File: src/rtl/hscr_cfg.svh
// Purpose: register indices, field positions and reset values
// Assumes: APB byte addresses are four times the register index
// Notes:   definitions only
`ifndef HSCR_CFG_SVH
`define HSCR_CFG_SVH

// Register indices
`define HSCR_IDX_INT_CTRL    5'h02
`define HSCR_IDX_SYN_STATUS  5'h07
`define HSCR_IDX_CLK_DIV     5'h0a
`define HSCR_IDX_RSSI        5'h0b
`define HSCR_IDX_BATT        5'h0c
`define HSCR_IDX_STAT_CTRL   5'h0e
`define HSCR_IDX_TXI_OFS     5'h0f
`define HSCR_IDX_TXQ_OFS     5'h10

// Interrupt control fields
`define HSCR_INT_CLR_WB      7
`define HSCR_INT_CLR_F       6
`define HSCR_INT_CLR_D       5
`define HSCR_INT_SEND_C      4
`define HSCR_INT_GAIN_PWR    3
`define HSCR_INT_FREQ_PWR    2
`define HSCR_INT_FM_RX       1

// Status/control fields
`define HSCR_ST_UNLOCK       7
`define HSCR_ST_TX_ON        6
`define HSCR_ST_SYN_RDY      5
`define HSCR_ST_MCLK_EN      4
`define HSCR_ST_CONV_DONE    3
`define HSCR_ST_RANGE_HI     2
`define HSCR_ST_RANGE_LO     1
`define HSCR_ST_PA_ALLOW     0

// Reset values
`define HSCR_RST_CLK_DIV     6'h20
`define HSCR_RST_MCLK_EN     1'b1
`define HSCR_RST_CONV_DONE   1'b1
`define HSCR_RST_RANGE       2'h0
`define HSCR_RST_OFS         6'h00

`endif

File: src/rtl/hscr_pkg.sv
// Purpose: shared types of the host status/control register block
// Assumes: constants come from hscr_cfg.svh
// Notes:   types only
package hscr_pkg;
  typedef logic [7:0] hscr_byte_type;
  typedef logic [5:0] hscr_div_type;
  typedef logic [5:0] hscr_trim_type;
  typedef logic [1:0] hscr_range_type;
endpackage

File: src/rtl/hscr_regs.sv
// Purpose: host clock divider, interrupt control and status/control registers
// Assumes: APB slave, zero wait states; pins pass two flip-flops first
// Notes:   offsets are register index times four
//
// Chosen here: register access over APB and the placing of the registers.
`timescale 1ns/10ps
`include "hscr_cfg.svh"

// Summary of operation
// - Host clock = master clock / divider[5:0]
// - Divider resets to thirty-two
// - New modulus applies at next counter wrap
// - Interrupt bits read back pending state
// - Write one clears three irqs, sends C
// - Bits 3,2 power gain/freq DACs, reset off
// - Bit 1 drives FM receive enable
// - Status bit 7 mirrors unlock pin
// - Digital mode unlock blocks PA, TX outputs
// - Status bit 6 mirrors tx-on pin
// - Status bit 5 shows synth interface ready
// - Bit 4 enables master clock output
// - Bit 3 shows conversion done, reset one
// - Reading result registers clears conversion done
// - Bits 2,1 set aux DAC range
// - Bit 0 zero blocks PA enable
// - Offset trims are signed six-bit values
module hscr_regs
  import hscr_pkg::*;
(
  input  wire  logic                     clk,               // Master clock
  input  wire  logic                     rst,               // Sync reset, high
  input  wire  logic                     psel,              // APB select
  input  wire  logic                     penable,           // APB enable
  input  wire  logic                     pwrite,            // APB write
  input  wire  logic [11:0]              paddr,             // APB byte address
  input  wire  logic [31:0]              pwdata,            // APB write data
  output logic       [31:0]              prdata,            // APB read data
  output logic                           pready,            // APB ready
  output logic                           pslverr,           // APB error
  input  wire  logic                     synth_unlock,      // Pin, high = unlocked
  input  wire  logic                     tx_on_indicator,   // Pin, PA powered
  input  wire  logic                     synth_iface_busy,  // Synth interface busy
  input  wire  logic                     conversion_event,  // Conversion finished
  input  wire  hscr_byte_type            rssi_result,       // Signal-strength result
  input  wire  hscr_byte_type            batt_result,       // Battery result
  input  wire  logic                     irq_wb_set,        // Wide-band irq event
  input  wire  logic                     irq_f_set,         // F irq event
  input  wire  logic                     irq_d_set,         // D irq event
  input  wire  logic                     irq_c_clear,       // C irq cleared by DSP
  input  wire  logic                     digital_mode,      // Digital mode active
  input  wire  logic                     pa_request,        // PA enable request
  input  wire  hscr_trim_type            tx_i_data,         // TX I before gating
  input  wire  hscr_trim_type            tx_q_data,         // TX Q before gating
  output logic                           host_clk_en,       // Host clock pulse
  output logic                           host_clk_out,      // Host clock level
  output logic                           master_clk_out_enable, // Clock out enable
  output logic                           gain_dac_power,    // Gain DAC power
  output logic                           freq_dac_power,    // Freq DAC power
  output logic                           fm_receive_enable, // FM receive enable
  output hscr_range_type                 aux_dac_range,     // Aux DAC range
  output logic                           pa_enable_out,     // PA enable
  output logic                           tx_mute,           // TX outputs silenced
  output hscr_trim_type                  tx_i_drive,        // Gated TX I
  output hscr_trim_type                  tx_q_drive,        // Gated TX Q
  output hscr_trim_type                  tx_i_offset_trim,  // I offset, signed
  output hscr_trim_type                  tx_q_offset_trim,  // Q offset, signed
  output logic                           irq_wb_pending,    // Wide-band irq
  output logic                           irq_f_pending,     // F irq
  output logic                           irq_d_pending,     // D irq
  output logic                           irq_c_pending      // C irq
);

  function automatic logic idx_hit(input logic [11:0] a, input logic [4:0] idx);
    idx_hit = (a[1:0] == 2'h0) && (a[11:2] == {5'h00, idx});
  endfunction

  logic          unlock_meta_q;
  logic          unlock_q;
  logic          txon_meta_q;
  logic          txon_q;
  logic          busy_meta_q;
  logic          busy_q;
  logic          wr_fire;
  logic          rd_fire;
  logic          mapped;
  hscr_div_type  div_q;
  hscr_div_type  div_cnt_q;
  logic          conv_done_q;
  logic          gain_q;
  logic          freq_q;
  logic          fm_q;
  logic          mclk_en_q;
  hscr_range_type range_q;
  logic          pa_allow_q;
  hscr_trim_type ofs_i_q;
  hscr_trim_type ofs_q_q;
  logic          irq_wb_q;
  logic          irq_f_q;
  logic          irq_d_q;
  logic          irq_c_q;
  hscr_byte_type rd_d;
  logic          block_tx;
  logic          rd_setup;
  logic          wr_int;
  logic          wr_div;
  logic          wr_stat;
  logic          wr_txi;
  logic          wr_txq;
  logic          rd_result;
  hscr_div_type  div_act_q;
  logic [31:0]   prdata_q;

  // Pins cross in through two flops; only the second is read
  always_ff @(posedge clk)
  begin
    if (rst)
    begin
      unlock_meta_q <= 1'b0;
      unlock_q      <= 1'b0;
    end
    else
    begin
      unlock_meta_q <= synth_unlock;
      unlock_q      <= unlock_meta_q;
    end
  end

  always_ff @(posedge clk)
  begin
    if (rst)
    begin
      txon_meta_q <= 1'b0;
      txon_q      <= 1'b0;
    end
    else
    begin
      txon_meta_q <= tx_on_indicator;
      txon_q      <= txon_meta_q;
    end
  end

  always_ff @(posedge clk)
  begin
    if (rst)
    begin
      busy_meta_q <= 1'b0;
      busy_q      <= 1'b0;
    end
    else
    begin
      busy_meta_q <= synth_iface_busy;
      busy_q      <= busy_meta_q;
    end
  end

  assign pready  = 1'b1;
  assign pslverr = 1'b0;
  assign wr_fire = psel && penable && pwrite;
  assign rd_fire = psel && penable && !pwrite;
  assign mapped  = idx_hit(paddr, `HSCR_IDX_INT_CTRL) || idx_hit(paddr, `HSCR_IDX_CLK_DIV)
                || idx_hit(paddr, `HSCR_IDX_RSSI) || idx_hit(paddr, `HSCR_IDX_BATT)
                || idx_hit(paddr, `HSCR_IDX_STAT_CTRL) || idx_hit(paddr, `HSCR_IDX_SYN_STATUS)
                || idx_hit(paddr, `HSCR_IDX_TXI_OFS) || idx_hit(paddr, `HSCR_IDX_TXQ_OFS);

  // One write strobe per writable register and a result-read strobe, on the completing access edge; rd_setup fires in the setup cycle
  assign wr_int    = wr_fire && idx_hit(paddr, `HSCR_IDX_INT_CTRL);
  assign wr_div    = wr_fire && idx_hit(paddr, `HSCR_IDX_CLK_DIV);
  assign wr_stat   = wr_fire && idx_hit(paddr, `HSCR_IDX_STAT_CTRL);
  assign wr_txi    = wr_fire && idx_hit(paddr, `HSCR_IDX_TXI_OFS);
  assign wr_txq    = wr_fire && idx_hit(paddr, `HSCR_IDX_TXQ_OFS);
  assign rd_result = rd_fire
                  && (idx_hit(paddr, `HSCR_IDX_RSSI) || idx_hit(paddr, `HSCR_IDX_BATT));
  assign rd_setup  = psel && !penable && !pwrite;

  // Divider register, taken at the completing access edge
  always_ff @(posedge clk)
  begin
    if (rst)
      div_q <= `HSCR_RST_CLK_DIV;
    else if (wr_div)
      div_q <= pwdata[5:0];
  end

  // Divider reloads only at its own wrap, so a new modulus starts cleanly
  always_ff @(posedge clk)
  begin
    if (rst)
    begin
      div_cnt_q    <= 6'h00;
      div_act_q    <= `HSCR_RST_CLK_DIV;
      host_clk_en  <= 1'b0;
      host_clk_out <= 1'b0;
    end
    else
    begin
      host_clk_en <= 1'b0;
      if (div_cnt_q == 6'h00)
      begin
        div_cnt_q   <= div_q - 6'h01;
        div_act_q   <= div_q;
        host_clk_en <= 1'b1;
      end
      else
        div_cnt_q <= div_cnt_q - 6'h01;
      // Duty follows the modulus in force, not a pending write
      host_clk_out <= (div_cnt_q >= (div_act_q >> 1));
    end
  end

  // Interrupt flags; an event wins over a clear in the same cycle
  always_ff @(posedge clk)
  begin
    if (rst)
      irq_wb_q <= 1'b0;
    else if (irq_wb_set)
      irq_wb_q <= 1'b1;
    else if (wr_int && pwdata[`HSCR_INT_CLR_WB])
      irq_wb_q <= 1'b0;
  end

  always_ff @(posedge clk)
  begin
    if (rst)
      irq_f_q <= 1'b0;
    else if (irq_f_set)
      irq_f_q <= 1'b1;
    else if (wr_int && pwdata[`HSCR_INT_CLR_F])
      irq_f_q <= 1'b0;
  end

  always_ff @(posedge clk)
  begin
    if (rst)
      irq_d_q <= 1'b0;
    else if (irq_d_set)
      irq_d_q <= 1'b1;
    else if (wr_int && pwdata[`HSCR_INT_CLR_D])
      irq_d_q <= 1'b0;
  end

  // Send-C from the host beats the far side's clear
  always_ff @(posedge clk)
  begin
    if (rst)
      irq_c_q <= 1'b0;
    else if (wr_int && pwdata[`HSCR_INT_SEND_C])
      irq_c_q <= 1'b1;
    else if (irq_c_clear)
      irq_c_q <= 1'b0;
  end

  // Power and receive enables
  always_ff @(posedge clk)
  begin
    if (rst)
    begin
      gain_q <= 1'b0;
      freq_q <= 1'b0;
      fm_q   <= 1'b0;
    end
    else if (wr_int)
    begin
      gain_q <= pwdata[`HSCR_INT_GAIN_PWR];
      freq_q <= pwdata[`HSCR_INT_FREQ_PWR];
      fm_q   <= pwdata[`HSCR_INT_FM_RX];
    end
  end

  // Writable status/control fields
  always_ff @(posedge clk)
  begin
    if (rst)
    begin
      mclk_en_q  <= `HSCR_RST_MCLK_EN;
      range_q    <= `HSCR_RST_RANGE;
      pa_allow_q <= 1'b0;
    end
    else if (wr_stat)
    begin
      mclk_en_q  <= pwdata[`HSCR_ST_MCLK_EN];
      range_q    <= pwdata[`HSCR_ST_RANGE_HI:`HSCR_ST_RANGE_LO];
      pa_allow_q <= pwdata[`HSCR_ST_PA_ALLOW];
    end
  end

  // Conversion done; a new result wins over the read-clear
  always_ff @(posedge clk)
  begin
    if (rst)
      conv_done_q <= `HSCR_RST_CONV_DONE;
    else if (conversion_event)
      conv_done_q <= 1'b1;
    else if (rd_result)
      conv_done_q <= 1'b0;
  end

  // Offset trims
  always_ff @(posedge clk)
  begin
    if (rst)
    begin
      ofs_i_q <= `HSCR_RST_OFS;
      ofs_q_q <= `HSCR_RST_OFS;
    end
    else
    begin
      if (wr_txi)
        ofs_i_q <= pwdata[5:0];
      if (wr_txq)
        ofs_q_q <= pwdata[5:0];
    end
  end

  // Read mux; reserved and write-only bits read zero
  always_comb
  begin
    rd_d = 8'h00;
    if (idx_hit(paddr, `HSCR_IDX_INT_CTRL))
      rd_d = {irq_wb_q, irq_f_q, irq_d_q, irq_c_q, gain_q, freq_q, fm_q, 1'b0};
    else if (idx_hit(paddr, `HSCR_IDX_STAT_CTRL))
      rd_d = {unlock_q, txon_q, !busy_q, mclk_en_q, conv_done_q, range_q, pa_allow_q};
    else if (idx_hit(paddr, `HSCR_IDX_SYN_STATUS))
      rd_d = {7'h00, !busy_q};
    else if (idx_hit(paddr, `HSCR_IDX_RSSI))
      rd_d = rssi_result;
    else if (idx_hit(paddr, `HSCR_IDX_BATT))
      rd_d = batt_result;
  end

  // Read data is captured in the setup cycle so that it comes from a flop
  // and still stands for the whole zero-wait access phase
  always_ff @(posedge clk)
  begin
    if (rst)
      prdata_q <= 32'h0000_0000;
    else if (rd_setup && mapped)
      prdata_q <= {24'h00_0000, rd_d};
    else
      prdata_q <= 32'h0000_0000;
  end

  assign prdata = prdata_q;

  // Unlock in digital mode overrides every transmit enable
  assign block_tx = digital_mode && unlock_q;

  // PA enable needs a request, host permission and no digital-mode unlock
  always_ff @(posedge clk)
  begin
    if (rst)
      pa_enable_out <= 1'b0;
    else
      pa_enable_out <= pa_request && pa_allow_q && !block_tx;
  end

  always_ff @(posedge clk)
  begin
    if (rst)
    begin
      tx_mute    <= 1'b1;
      tx_i_drive <= 6'h00;
      tx_q_drive <= 6'h00;
    end
    else
    begin
      tx_mute    <= block_tx;
      tx_i_drive <= block_tx ? 6'h00 : tx_i_data;
      tx_q_drive <= block_tx ? 6'h00 : tx_q_data;
    end
  end

  assign master_clk_out_enable = mclk_en_q;
  assign gain_dac_power        = gain_q;
  assign freq_dac_power        = freq_q;
  assign fm_receive_enable     = fm_q;
  assign aux_dac_range         = range_q;
  assign tx_i_offset_trim      = ofs_i_q;
  assign tx_q_offset_trim      = ofs_q_q;
  assign irq_wb_pending        = irq_wb_q;
  assign irq_f_pending         = irq_f_q;
  assign irq_d_pending         = irq_d_q;
  assign irq_c_pending         = irq_c_q;

endmodule // hscr_regs

File: config.mk
export PLATFORM = sky130hd
export DESIGN_NAME = hscr_regs
export DESIGN_NICKNAME = d
export VERILOG_FILES = /design/src/rtl/hscr_pkg.sv /design/src/rtl/hscr_regs.sv
export VERILOG_INCLUDE_DIRS = /design/src /design/src/rtl
export SDC_FILE = /design/constraint.sdc
export NUM_CORES = 1
export LEC_CHECK = 0
export BUFFER_PORTS_ARGS = -buffer_cell sky130_fd_sc_hd__buf_2
export CAP_MARGIN = 20
export CELL_PAD_IN_SITES_DETAIL_PLACEMENT = 1
export CELL_PAD_IN_SITES_GLOBAL_PLACEMENT = 2
export CORE_MARGIN = 3
export CORE_UTILIZATION = 25
export DETAILED_ROUTE_END_ITERATION = 10
export PLACE_DENSITY = 0.85
export RECOVER_POWER = 50
export SLEW_MARGIN = 20
export SYNTH_ARGS = -nofsm -noshare
export SYNTH_HDL_FRONTEND = slang
export SYNTH_SLANG_ARGS = --single-unit
File: constraint.sdc
create_clock -name clk -period 2.7 [get_ports clk]
set_clock_uncertainty 0.2 [all_clocks]
set_input_delay 0 -clock clk [delete_from_list [all_inputs] [get_ports clk]]
set_output_delay 0 -clock clk [all_outputs]
set_load 0.005 [all_outputs]
==> results.md <==
- Status: complete, no violations
- Fraction of layout cells with a size suffix above 1: 21.85%
- Post-DP HPWL: 7295 um
- H-tree depth: 3
- IO Port Bufs: 108
- Routed Antenna Nets: 0
- DIE WIDTH: 120.1 um
- Crit-path max FO: 13
- WS Path Type: primary input to flip-flop
- Post-synthesis cell count: 357
- GRT Util Overall: 14.49%
- Register bit count reported by yosys: 71
- Final Slew Violations: 0
- Layout fillers: 1511
- CTS Hold Bufs: 63
- CTS resizes: 0
- Syn avg cell area: 9.112 sq um
- Commonest non-fill, non-tap cells in the layout: buf_2 (81), dfxtp_1 (71), dlygate4sd3_1 (63)
- Setup crit end kind: flip-flop
- Routability cong.: 0.7768
- Vias: 3197
- TNS Setup: 0 ps
- Number of diodes: 0
- Root Buffer Master: clkbuf_16
- CP arrival: 2620 ps
- Cell Area, Synth: 3253 sq um
- Ranking of synthesized cells by area: dfxtp_1 (44%), mux2i_1 (7.7%), buf_4 (6.0%)
- Max-cap viol count: 0
- Peak VDD IR: 276.6 uV
- Leak: 2.067 nW
- Endpoints failing hold: 0
- Post-synth EDFFs: 0
- Sequential area share after synthesis: 43.69%
- Die extent in y: 120.1 um
- Maximum clock insertion buffer count: 2
- Netlist cell types: 53
- Setup slack, reg-to-reg: 420 ps
- Hold Path Class: primary input to flip-flop
- CTS tree: built
- PwrDens: 578.5 nW/um^2
- Post-synth top flop: dfxtp_1
- CP required: 2750 ps
- Most common cell after layout, fill and taps aside: buf_2
- Sequential cell area: 1421 sq um
- Total grt overflow: 0
- Die ar.: 14420 sq um
- # nets final: 619
- # rows: 41
- Reg clk slew, reported paths: 60 ps
- Leading area contributor after synthesis: dfxtp_1
- Setup bufs post-CTS: 0
- Iter 0 DRT Violations: 133
- Multi-input combinational cell area: 1603 sq um
- Fmax: 0.3900 GHz
- DR vias/cell: 4.548
- Vias in the first global route: 3414
- Inserted Clock Buffers: 9
- Antenna violations before repair: 0
- First-pass GRT wire length: 16790 um
- CP Launch Type: primary input
- Final Critical Period: 2564 ps
- Pre-antenna DRT Iters: 4
- DRC: 0
- Worst hold slack: 29.14 ps
- Routed wire length: 10370 um
- IO Count: 159
- Layout Area Growth over Synthesis: 46.69%
- Total core area: 12670 sq um
- Worst-Margin Slew: 780.4 ps
- CTS sink cnt: 71
- Clock Latency Late Sink: 340 ps
- Slew headroom: 47.97%
- RSZ-0062 raised after global routing: no
- Final setup vio count: 0
- Final core occ: 37.66%
- Final worst-path cycle share: 94.98%
- Largest net degree at the start of global routing: 32
- Initial Utilization: 25.67%
- Avg WL per Cell: 14.75 um
- Share of the synthesized area in the top cell type: 43.69%
- Post-synth ARST share: 0%
- YS warnings: 0
## layer usage
layer	up-vias	track usage [%]	share of wire [%]
li1	1538	-	-
met1	1542	15.75	40
met2	94	26.38	51
met3	23	2.828	5.2
met4	0	7.731	3.1
met5	-	0	0
## cell families after synthesis
family	Yosys count	share of synthesized area [%]
compound gates	52	12.77
xor+xnor	2	0.5386
fa+ha+maj	6	2.308
buf+inv	56	9.808
flops	71	43.69
mux	25	7.692
other cells	2	0.2309
simple gates	143	22.96
## final cells by class
type | count | share of cell area, %
multi-input combinational | 254 | 33.59
sequential | 71 | 29.78
timing repair buffer | 178 | 24.78
clock buffer | 9 | 4.719
tap | 172 | 4.510
clock inverter | 7 | 1.678
inverter | 12 | 0.9439
## power breakdown
group / total, W / switching [W] / internal (W)
Clock: 0.00121 / 0.000485 / 0.000726
Sequential: 0.00115 / 0.0000466 / 0.00110
Combinational: 0.000403 / 0.000209 / 0.000195
Total: 0.00276 / 0.000741 / 0.00202
## per-stage QoR
step,worst slack [ps],area [sq um],std cells,power (W)
after floorplan,321.0,3343,381,0.001393
after global placement,482.8,3877,624,0.001510
after detailed placement,444.2,3877,624,0.001524
after CTS,145.4,4813,703,0.002809
after global routing,6.146,4772,703,0.002903
final,135.7,4772,703,0.002761
## cell usage after synthesis, drive strengths merged, types with 5 or more instances
master  instances
nand3          17
ha              6
a31oi           5
nor2           30
nor2b           7
a211oi          6
a311o           5
clkbuf         14
inv            12
and2           13
buf            30
nand2          41
dfxtp          71
mux2i          25
a21oi           9
## critical path, cell delays in order
cell and delay, ps:
dlygate4sd3_1 530, buf_2 200, or3b_1 410, or2_2 400
a311o_1 290, dlygate4sd3_1 560, a211oi_1 210
## path summary, 6_finish.rpt
kind                  end  depth (start not counted)      startpoint
max             prdata[6]                          7        paddr[4]
min             prdata[0]                          4  batt_result[0]
max reg2reg  div_cnt_q[4]                          8    div_cnt_q[2]
min reg2reg      unlock_q                          1   unlock_meta_q
## sequential cells by signal, indices dropped and copies added (netlist names), 2 cells and up
signal            cells
div_act_q             5
aux_dac_range         2
tx_i_offset_trim      6
div_cnt_q             6
tx_q_drive            6
prdata                8
tx_q_offset_trim      6
div_q                 6
tx_i_drive            6
Note: power is estimated with default switching activity, not from simulation.
